**src/verilog/fswdt_pkg.sv**
```systemverilog
// constants of the fail-safe watchdog timer
package fswdt_pkg;
  // register indices; byte address is four times the index
  localparam int unsigned CTRL_IDX = 32'h34;
  localparam int unsigned CODE_IDX = 32'h35;
  localparam int unsigned STAT_IDX = 32'h36;
  localparam logic [7:0] CTRL_ADDR = 8'(CTRL_IDX * 4);
  localparam logic [7:0] CODE_ADDR = 8'(CODE_IDX * 4);
  localparam logic [7:0] STAT_ADDR = 8'(STAT_IDX * 4);
  // control one fields
  localparam int ACT_BIT = 0;
  localparam int DTS_LSB = 1;
  localparam int EN_BIT = 3;
  // codes written to the code register
  localparam logic [7:0] CODE_CLEAR = 8'h4E;
  localparam logic [7:0] CODE_DISABLE = 8'hB1;
  // status fields
  localparam int ST_RUN = 0;
  localparam int ST_EN = 1;
  localparam int ST_ACT = 2;
  localparam int ST_DTS = 3;
  localparam int ST_BIN = 5;
  // reset values
  localparam logic RST_EN = 1'b1;
  localparam logic RST_ACT = 1'b1;
  localparam logic [1:0] RST_DTS = 2'h0;
  // two-stage binary counter
  localparam logic [1:0] BIN_MAX = 2'h3;
  // each detection-time step shortens the divider tap by this
  localparam int DTS_STEP = 2;
  // bus answers
  localparam logic [1:0] RESP_OKAY = 2'h0;
  localparam logic [1:0] RESP_SLVERR = 2'h2;
endpackage

```
**src/verilog/fswdt_top.sv**
```systemverilog
// fail-safe watchdog timer with axi4-lite register slave
`timescale 1ns/1ps
// Summary of operation
// - timeout action fixed once interrupt is chosen
// - after reset the action is reset request
// - may serve as periodic interrupt source
// - watchdog enabled and counting after reset
// - timeout when counter overflows without clear
// - select one gives reset request on overflow
// - select zero gives timeout interrupt on overflow
// - count frozen in stop, warm-up, idle, sleep
// - counting resumes from the held value
// - free divider then two-stage binary counter
// - clear code zeroes counter, divider keeps running
// - clear to overflow may be three quarters
// - select once zero cannot return to one
// - disable code accepted only with enable zero
// - timeout interrupt is non-maskable
module fswdt_top #(
  parameter int DIV_W = 24,
  parameter int ADDR_W = 8
) (
  // clock and reset
  input wire logic core_clk_i,
  input wire logic sys_rst_i,
  // low-power modes from the core
  input wire logic stop_mode_i,
  input wire logic warmup_i,
  input wire logic idle_mode_i,
  input wire logic sleep_mode_i,
  // axi4-lite write address
  input wire logic s_axi_awvalid,
  output logic s_axi_awready,
  input wire logic [ADDR_W-1:0] s_axi_awaddr,
  input wire logic [2:0] s_axi_awprot,
  // axi4-lite write data
  input wire logic s_axi_wvalid,
  output logic s_axi_wready,
  input wire logic [31:0] s_axi_wdata,
  input wire logic [3:0] s_axi_wstrb,
  // axi4-lite write response
  output logic s_axi_bvalid,
  input wire logic s_axi_bready,
  output logic [1:0] s_axi_bresp,
  // axi4-lite read address
  input wire logic s_axi_arvalid,
  output logic s_axi_arready,
  input wire logic [ADDR_W-1:0] s_axi_araddr,
  input wire logic [2:0] s_axi_arprot,
  // axi4-lite read data
  output logic s_axi_rvalid,
  input wire logic s_axi_rready,
  output logic [31:0] s_axi_rdata,
  output logic [1:0] s_axi_rresp,
  // timeout outputs
  output logic wdt_reset_req_o,
  output logic timeout_interrupt_o
);

  typedef struct packed {
    logic aw_have;
    logic [ADDR_W-1:0] aw_addr;
    logic w_have;
    logic [7:0] w_data;
    logic w_lane;
    logic awready;
    logic wready;
    logic bvalid;
    logic [1:0] bresp;
    logic arready;
    logic rvalid;
    logic [31:0] rdata;
    logic [1:0] rresp;
    logic en_bit;
    logic running;
    logic action;
    logic [1:0] dts;
    logic [DIV_W-1:0] div;
    logic [1:0] bin;
    logic rst_req;
    logic irq;
  } fswdt_state_t;

  fswdt_state_t q;
  fswdt_state_t n;

  ////////////////////////////////////////////////////////////////////////
  // helpers

  function automatic logic hit(input logic [ADDR_W-1:0] a,
                               input logic [7:0] ba);
    hit = (a[ADDR_W-1:2] == (ADDR_W-2)'(ba[7:2]));
  endfunction

  // low divider bits that must all be one for a tap tick
  function automatic logic [DIV_W-1:0] tap_mask(input logic [1:0] sel);
    logic [DIV_W-1:0] m;
    m = '1;
    tap_mask = m >> (fswdt_pkg::DTS_STEP * int'(sel));
  endfunction

  logic frozen;
  logic tick;
  logic wr_fire;
  logic wr_ok;
  logic clr_w;
  logic dis_w;
  logic ctl_w;
  logic oth_w;
  logic ovf;

  ////////////////////////////////////////////////////////////////////////
  // next state

  always_comb
  begin
    n = q;
    frozen = stop_mode_i | warmup_i | idle_mode_i | sleep_mode_i;
    tick = !frozen && ((q.div | ~tap_mask(q.dts)) == '1);
    wr_fire = q.aw_have && q.w_have && !q.bvalid;
    wr_ok = wr_fire && q.w_lane;
    ctl_w = wr_ok && hit(q.aw_addr, fswdt_pkg::CTRL_ADDR);
    clr_w = wr_ok && hit(q.aw_addr, fswdt_pkg::CODE_ADDR)
            && q.w_data == fswdt_pkg::CODE_CLEAR;
    dis_w = wr_ok && hit(q.aw_addr, fswdt_pkg::CODE_ADDR)
            && q.w_data == fswdt_pkg::CODE_DISABLE;
    oth_w = wr_ok && hit(q.aw_addr, fswdt_pkg::CODE_ADDR)
            && !clr_w && !dis_w;
    // divider is cleared only by reset, otherwise only paused
    if (!frozen)
    begin
      n.div = q.div + {{(DIV_W-1){1'b0}}, 1'b1};
    end
    // two-stage counter counts divider taps
    if (!q.running)
    begin
      n.bin = '0;
    end
    else if (tick)
    begin
      n.bin = q.bin + 2'h1;
    end
    // a clear in the overflow cycle wins
    ovf = q.running && tick && q.bin == fswdt_pkg::BIN_MAX && !clr_w;
    n.rst_req = ovf && q.action;
    n.irq = ovf && !q.action;
    // register writes
    if (ctl_w)
    begin
      n.dts = q.w_data[fswdt_pkg::DTS_LSB +: 2];
      n.en_bit = q.w_data[fswdt_pkg::EN_BIT];
      if (q.w_data[fswdt_pkg::EN_BIT])
      begin
        n.running = 1'b1;
      end
      n.action = q.action & q.w_data[fswdt_pkg::ACT_BIT];
    end
    if (clr_w)
    begin
      n.bin = '0;
    end
    if (dis_w && !q.en_bit)
    begin
      n.running = 1'b0;
      n.bin = '0;
    end
    // oth_w touches nothing
    // write channels
    if (s_axi_awvalid && q.awready)
    begin
      n.aw_have = 1'b1;
      n.aw_addr = s_axi_awaddr;
    end
    if (s_axi_wvalid && q.wready)
    begin
      n.w_have = 1'b1;
      n.w_data = s_axi_wdata[7:0];
      n.w_lane = s_axi_wstrb[0];
    end
    if (q.bvalid && s_axi_bready)
    begin
      n.bvalid = 1'b0;
    end
    if (wr_fire)
    begin
      n.aw_have = 1'b0;
      n.w_have = 1'b0;
      n.bvalid = 1'b1;
      n.bresp = (hit(q.aw_addr, fswdt_pkg::CTRL_ADDR)
                 || hit(q.aw_addr, fswdt_pkg::CODE_ADDR))
                ? fswdt_pkg::RESP_OKAY : fswdt_pkg::RESP_SLVERR;
    end
    n.awready = !n.aw_have;
    n.wready = !n.w_have;
    // read channels
    if (q.rvalid && s_axi_rready)
    begin
      n.rvalid = 1'b0;
    end
    if (s_axi_arvalid && q.arready)
    begin
      n.rvalid = 1'b1;
      n.rdata = '0;
      n.rresp = fswdt_pkg::RESP_OKAY;
      if (hit(s_axi_araddr, fswdt_pkg::STAT_ADDR))
      begin
        n.rdata[fswdt_pkg::ST_RUN] = q.running;
        n.rdata[fswdt_pkg::ST_EN] = q.en_bit;
        n.rdata[fswdt_pkg::ST_ACT] = q.action;
        n.rdata[fswdt_pkg::ST_DTS +: 2] = q.dts;
        n.rdata[fswdt_pkg::ST_BIN +: 2] = q.bin;
      end
      else if (!hit(s_axi_araddr, fswdt_pkg::CTRL_ADDR)
               && !hit(s_axi_araddr, fswdt_pkg::CODE_ADDR))
      begin
        n.rresp = fswdt_pkg::RESP_SLVERR;
      end
    end
    n.arready = !n.rvalid;
  end

  ////////////////////////////////////////////////////////////////////////
  // state register

  always_ff @(posedge core_clk_i)
  begin
    if (sys_rst_i)
    begin
      q <= '0;
      q.en_bit <= fswdt_pkg::RST_EN;
      q.running <= fswdt_pkg::RST_EN;
      q.action <= fswdt_pkg::RST_ACT;
      q.dts <= fswdt_pkg::RST_DTS;
    end
    else
    begin
      q <= n;
    end
  end

  assign s_axi_awready = q.awready;
  assign s_axi_wready = q.wready;
  assign s_axi_bvalid = q.bvalid;
  assign s_axi_bresp = q.bresp;
  assign s_axi_arready = q.arready;
  assign s_axi_rvalid = q.rvalid;
  assign s_axi_rdata = q.rdata;
  assign s_axi_rresp = q.rresp;
  assign wdt_reset_req_o = q.rst_req;
  assign timeout_interrupt_o = q.irq;
endmodule // fswdt_top
```
**config.mk**
```make
export PLATFORM = sky130hd
export DESIGN_NAME = fswdt_top
export DESIGN_NICKNAME = d
export VERILOG_FILES = /design/src/verilog/fswdt_pkg.sv /design/src/verilog/fswdt_top.sv
export SDC_FILE = /design/constraint.sdc
export NUM_CORES = 1
export LEC_CHECK = 0
export BUFFER_PORTS_ARGS = -buffer_cell sky130_fd_sc_hd__buf_2
export CAP_MARGIN = 30
export CORE_ASPECT_RATIO = 1.25
export CORE_MARGIN = 3
export CORE_UTILIZATION = 41
export DETAILED_ROUTE_END_ITERATION = 10
export PLACE_DENSITY = 0.78
export SLEW_MARGIN = 20
export SYNTH_ARGS = -nofsm -noshare
export SYNTH_HDL_FRONTEND = slang
export SYNTH_SLANG_ARGS = --single-unit
```
**constraint.sdc**
```tcl
create_clock -name core_clk_i -period 3.9 [get_ports core_clk_i]
set_input_delay 0.39 -clock core_clk_i [delete_from_list [all_inputs] [get_ports core_clk_i]]
set_output_delay 0.39 -clock core_clk_i [all_outputs]
set_load 0.005 [all_outputs]
```
=== Word-level counts from Yosys, hierarchy flattened ===
Index checks and enable logic that the tools add are counted.
Widths: inputs -> output; s select.

* Add/subtract/negate cells: 2
* Multiply operators: 0
* Divide/modulo/power cells: 0
* $lt $le $gt $ge: 0
* Equal/unequal tests: 9
* Shift-type cells: 1
* Mux-type cells: 15
* Bitwise logic cells: 7
* Reduce and logical (&&, ||, !) cells: 36

{| class="wikitable"
|+ Operators with widths
! operator !! count
|-
| $mux 35 || 1
|-
| $eq 6x6->1 const B || 5
|-
| $add 24x1->24 const B || 1
|-
| $eq 24x24->1 const B || 1
|-
| $not 24->24 || 1
|-
| $or 24x24->24 || 1
|-
| $shr 24x3->24 const A || 1
|-
| $logic_and 1x1->1 || 20
|-
| $logic_not 1->1 || 10
|-
| $mux 10 || 1
|-
| $mux 9 || 1
|-
| $eq 8x7->1 const B || 1
|-
| $eq 8x8->1 const B || 1
|-
| $mux 7 || 1
|-
| $mux 1 || 6
|-
| $mux 2 || 3
|-
| $reduce_bool 2->1 || 3
|-
| $mux 4 || 1
|-
| $reduce_or 4->1 || 1
|-
| $mux 3 || 1
|-
| $or 1x1->1 || 3
|-
| $add 2x1->2 const B || 1
|-
| $eq 2x2->1 const B || 1
|-
| $reduce_and 2->1 || 1
|-
| 3 further kinds || 3
|}

* Flip-flop bits (word level): 68
* Latch bits: 0
* Bits in writable memories: 0
* ROM bits: 0
* Input bits: 69
* Output and inout port bits: 43
* Memories: 0

=== Longest topological paths before layout ===
* Word-level depth: 9
* Mapped depth: 6
* Mapped depth without buffers: 4

=== Least setup slack after synthesis ===
OpenSTA, ideal clock, no wires.

* Path kind: input to register
* Start: in warmup_i
* End: reg q[25] in the netlist's numbering
* Arrival time: 1.813 ns
* Required time: 3.830 ns
* Setup slack: 2.017 ns
* Cell stages on the path: 5
* Buffers on the path: 1
* Path through: nor4_4 nand3_1 clkbuf_1 or4_1 a21oi_1

* Cells in the longest elaborated chain, start to end: 3

{| class="wikitable"
|+ RTL lines
! item !! RTL line !! RTL
|-
| start: declaration || fswdt_top.sv:28 || <nowiki>input wire logic warmup_i,</nowiki>
|-
| $or 1x1->1 (3 in series) || fswdt_top.sv:118 || <nowiki>frozen = stop_mode_i | warmup_i | idle_mode_i | sleep_mode_i;</nowiki>
|-
| end signal: assignment || fswdt_top.sv:237 || <nowiki>q <= n;</nowiki>
|-
| end: declaration || fswdt_top.sv:84 || <nowiki>fswdt_state_t q;</nowiki>
|}

Every way passes these cells.
A chain may end at the register's enable or synchronous reset.

=== Final worst setup path ===
* Start: reg q[9] in the netlist's numbering
* End: reg q[2] in the netlist's numbering

* Cells in the longest elaborated chain, start to end: 3

{| class="wikitable"
|+ RTL lines
! item !! RTL line !! RTL
|-
| $or 24x24->24 || fswdt_top.sv:119 || <nowiki>tick = !frozen && ((q.div | ~tap_mask(q.dts)) == '1);</nowiki>
|-
| $eq 24x24->1 || fswdt_top.sv:119 ||
|-
| $logic_and 1x1->1 || fswdt_top.sv:119 ||
|}

Every way passes these cells.

==> summary.md <==
| Metric | Value |
|---|---|
| Period utilization | 56.7% |
| Avg Inst Size Synth | 8.49 sq um |
| Worst vdd ir | 0.179 mV |
| Clk pin slew, worst setup/hold paths | 0.07 ns |
| P&R area growth vs syn | 12.2% |
| Clk_lat worst skew | 0.34 ns |
| Switching Share | 22.0% |
| Pwr dens | 414 nW/um^2 |
| Synth Instances | 349 |
| Final min period | 2.21 ns |
| Initial antenna violation count | 0 |
| Headroom to the max-slew limit | 61.3% |
| DIE AREA | 8290 sq um |
| Slew Viols, Final | 0 |
| # DRC | 0 |
| Number of global-route vias before repair | 2235 |
| Crit Reg-Reg Startpoint | q[9] |
| Via count | 2473 |
| R2R depth | 4 |
| Required @ worst endpoint | 4.15 ns |
| Post-cts gate resize count | 0 |
| Core box area | 6980 sq um |
| Sequential share of the synthesized area | 43.2% |
| Worst hold stages | 3 |
| Crit-path cells | nand4_2 -> or4_1 -> or4_1 -> a211oi_1 |
| Avg WL per Cell | 11.7 um |
| Uppermost layer routed | met4 |
| Critical-path top delay cell | or4_1 |
| I/O Buffers | 47 |
| CTS tree | yes |
| Internal Power | 0.00107 W |
| Post-CTS Setup Bufs | 0 |
| Starting Density | 42.5% |
| Hold Startpoint | s_axi_wdata[4] |
| Clock share of power | 45.4% |
| XOR/XNOR Fraction of Synth Area | 1.77% |
| Longest Clk Path Bufs | 2 |
| Die Ht | 101 um |
| Area occupied by multi-input gates | 1420 sq um |
| Least-Margin Pin Slew | 0.575 ns |
| Reg power frac | 49.3% |
| Met3 wire len | 235 um |
| Grt ovf | 0 |
| Global-route wire length before repair | 9380 um |
| Most numerous cell on the critical path | or4_1 |
| Register area | 1280 sq um |
| Compound-Gate Fraction of Synth Area | 15.8% |
| Largest family of logic cells by synthesized area | simple AND/OR/NAND/NOR gates |
| Hold EP | q[79] |
| Synth warn | 0 |
| Vias per inst | 5.17 |
| RR Endpoint | q[2] |
| Final Hold Viols | 0 |
| RSZ-0062 raised after global routing | false |
| Post-Route M1 WL | 2280 um |
| Post-route ant nets | 0 |
| Met2 WL | 2970 um |
| Worst hold slack | 0.280 ns |
| Synthesized flop and latch total | 64 |
| Synthesized-area fraction occupied by adder cells | 0.845% |
| DRT Pass-1 Iters | 4 |
| Routed WL | 5600 um |
| CP Max Fanout | 18 |
| # hold bufs at CTS | 0 |
| Worst Path Buf+Inv | 0 |
| Hold Path Class | input pin to flop |
| Nets | 454 |
| RePlAce Congestion | 0.770 |
| CTS root buffer | clkbuf_8 |
| Iteration-0 DRC count of the detailed router | 115 |
| Post-Syn Area | 2960 sq um |
| # fillers | 677 |
| Post-route insts no fill | 478 |
| Final setup violation count | 0 |
| CP endpoint kind | flop |
| Simple-gate share of the synthesized area | 25.0% |
| Die Wd | 82.0 um |
| CP max stage delay | 0.80 ns |
| Largest net degree at the start of global routing | 42 |
| Top Family by Delay on Critical Path | simple AND/OR/NAND/NOR gates |
| Max Cap Viol | 0 |
| Yosys cell types | 38 |
| Status | complete, no violations |
| Combinational share of power | 5.3% |
| CTS Sinks | 64 |
| Worst Path Arrival | 2.46 ns |
| Mux contribution to synthesized area | 1.01% |
| Maximum clock rate | 452 MHz |
| Num ports | 112 |
| Row count | 34 |
| ANT cells | 0 |
| Setup TNS | 0 ns |
| CTS buffer count | 9 |
| GRT Total Usage | 14.3% |
| H-Tree Depth | 3 |
| Psw | 0.000302 W |
| FF-to-FF setup slack | 1.69 ns |
| Pleak | 1.29 nW |
| Worst Skew | 0.00853 ns |
| Worst Setup Start Kind | flop |
| Detailed placement HPWL | 4050 um |
| Placed cell count | 462 |
| Layout cells sized above 1 | 17.5% |
| Critical path type | flop to flop |
[state kept, by name (all words and copies together), names as in the netlist]
| name | cells |
|---|---|
| s_axi_rdata | 7 |
| s_axi_rvalid | 1 |
| wdt_reset_req_o | 1 |
| s_axi_arready | 1 |
| q | 48 |
| s_axi_wready | 1 |
| s_axi_rresp | 1 |
| s_axi_bresp | 1 |
| s_axi_awready | 1 |
| timeout_interrupt_o | 1 |
| s_axi_bvalid | 1 |
[worst max path at each step]
| stage | startpoint | endpoint | cells past startpoint |
|---|---|---|---|
| CTS | q[13] | q[2] | 4 |
| finish | q[9] | q[2] | 4 |
| floorplan | warmup_i | q[25] | 5 |
| global route | q[13] | q[2] | 4 |
| detailed placement | warmup_i | q[2] | 5 |
| global placement | warmup_i | q[2] | 5 |
[power by group through the flow]
stage | Combinational [W] | Clock [W] | Sequential [W]
2_1_floorplan | 0.0000642 | 0 | 0.000691
3_3_place_gp | 0.0000693 | 0 | 0.000693
3_5_place_dp | 0.0000731 | 0 | 0.000694
4_1_cts | 0.0000734 | 0.000641 | 0.000679
5_1_grt | 0.0000851 | 0.000667 | 0.000680
6_report | 0.0000731 | 0.000625 | 0.000679
[metrics by stage]
step | area (sq um) | setup WS, ns | total power (W) | utilization, %
2_1_floorplan | 3060 | 2.02 | 0.000756 | -
3_3_place_gp | 3080 | 1.50 | 0.000762 | 44.1
3_5_place_dp | 3100 | 1.44 | 0.000767 | 44.5
5_1_grt | 3320 | 1.54 | 0.00143 | 47.6
4_1_cts | 3320 | 1.71 | 0.00139 | 47.6
6_report | 3320 | 1.69 | 0.00138 | 47.6
[synthesized netlist by cell type]
library cell / number / area share, %
a211oi_1: 3 / 0.76
a21o_1: 1 / 0.25
a21oi_1: 42 / 7.1
a22oi_1: 7 / 1.8
and2_1: 1 / 0.21
and3_1: 2 / 0.42
and4_1: 4 / 1.2
and4b_1: 3 / 1.0
buf_2: 1 / 0.17
buf_4: 36 / 9.1
clkbuf_1: 15 / 1.9
conb_1: 1 / 0.13
dfxtp_1: 64 / 43
ha_1: 2 / 0.84
inv_1: 8 / 1.0
mux2i_1: 3 / 1.0
nand2_1: 44 / 5.6
nand2b_1: 4 / 0.84
nand3_1: 9 / 1.5
nand3b_1: 1 / 0.25
nand4_1: 10 / 2.1
nand4_2: 3 / 1.3
nand4b_1: 1 / 0.30
nor2_1: 25 / 3.2
nor2b_1: 3 / 0.63
nor3_1: 3 / 0.51
nor4_1: 2 / 0.42
nor4_4: 1 / 0.72
nor4bb_1: 2 / 0.68
o21ai_0: 7 / 1.2
o21bai_1: 1 / 0.25
o31ai_1: 15 / 3.8
o32a_1: 1 / 0.34
o32ai_1: 1 / 0.30
or3_1: 2 / 0.42
or4_1: 15 / 3.8
xnor2_1: 2 / 0.59
xor2_1: 4 / 1.2
[worst register-to-register path, cell delays in order (launching register included)]
cell      delay (ns)
dfxtp_1         0.43
nand4_2         0.15
or4_1           0.80
or4_1           0.49
a211oi_1        0.25
[logic make-up after synthesis]
kind of cell | Yosys count
simple gates | 135
buf+inv | 60
compound gates | 78
mux | 3
xor+xnor | 6
other cells | 1
fa+ha+maj | 2
flops | 64
[cells in the final DEF, fill, tap and decap left out, drive strengths merged, types with 2 or more instances in the layout]
| master | instances |
|---|---|
| nor2 | 25 |
| nor4bb | 2 |
| nand3 | 9 |
| buf | 49 |
| o21ai | 7 |
| nor2b | 3 |
| dfxtp | 64 |
| clkinvlp | 2 |
| a21oi | 42 |
| o31ai | 15 |
| bufinv | 2 |
| xor2 | 4 |
| nor3 | 3 |
| or3 | 2 |
| inv | 8 |
| conb | 27 |
| nand2b | 4 |
| and4b | 3 |
| nand2 | 44 |
| nand4 | 13 |
| and4 | 4 |
| clkbuf | 11 |
| or4 | 15 |
| xnor2 | 2 |
| ha | 2 |
| a211oi | 3 |
| mux2i | 3 |
| and3 | 2 |
| nor4 | 3 |
| a22oi | 7 |
[layer usage]
metal / vias up / track usage, %
li1: 1257 / -
met1: 1150 / 15.5
met2: 58 / 25.8
met3: 8 / 2.42
met4: 0 / 7.42
met5: - / 0
[area by class of cell]
| cell class | count | share of cell area [%] |
|---|---|---|
| Clock inverter | 5 | 2.41 |
| Sequential cell | 64 | 38.6 |
| Tap cell | 90 | 3.39 |
| Timing Repair Buffer | 49 | 7.83 |
| Inverter | 8 | 0.904 |
| Multi-Input combinational cell | 251 | 42.7 |
| Clock buffer | 11 | 4.25 |
No activity file was read; power rests on OpenSTA's default activity.
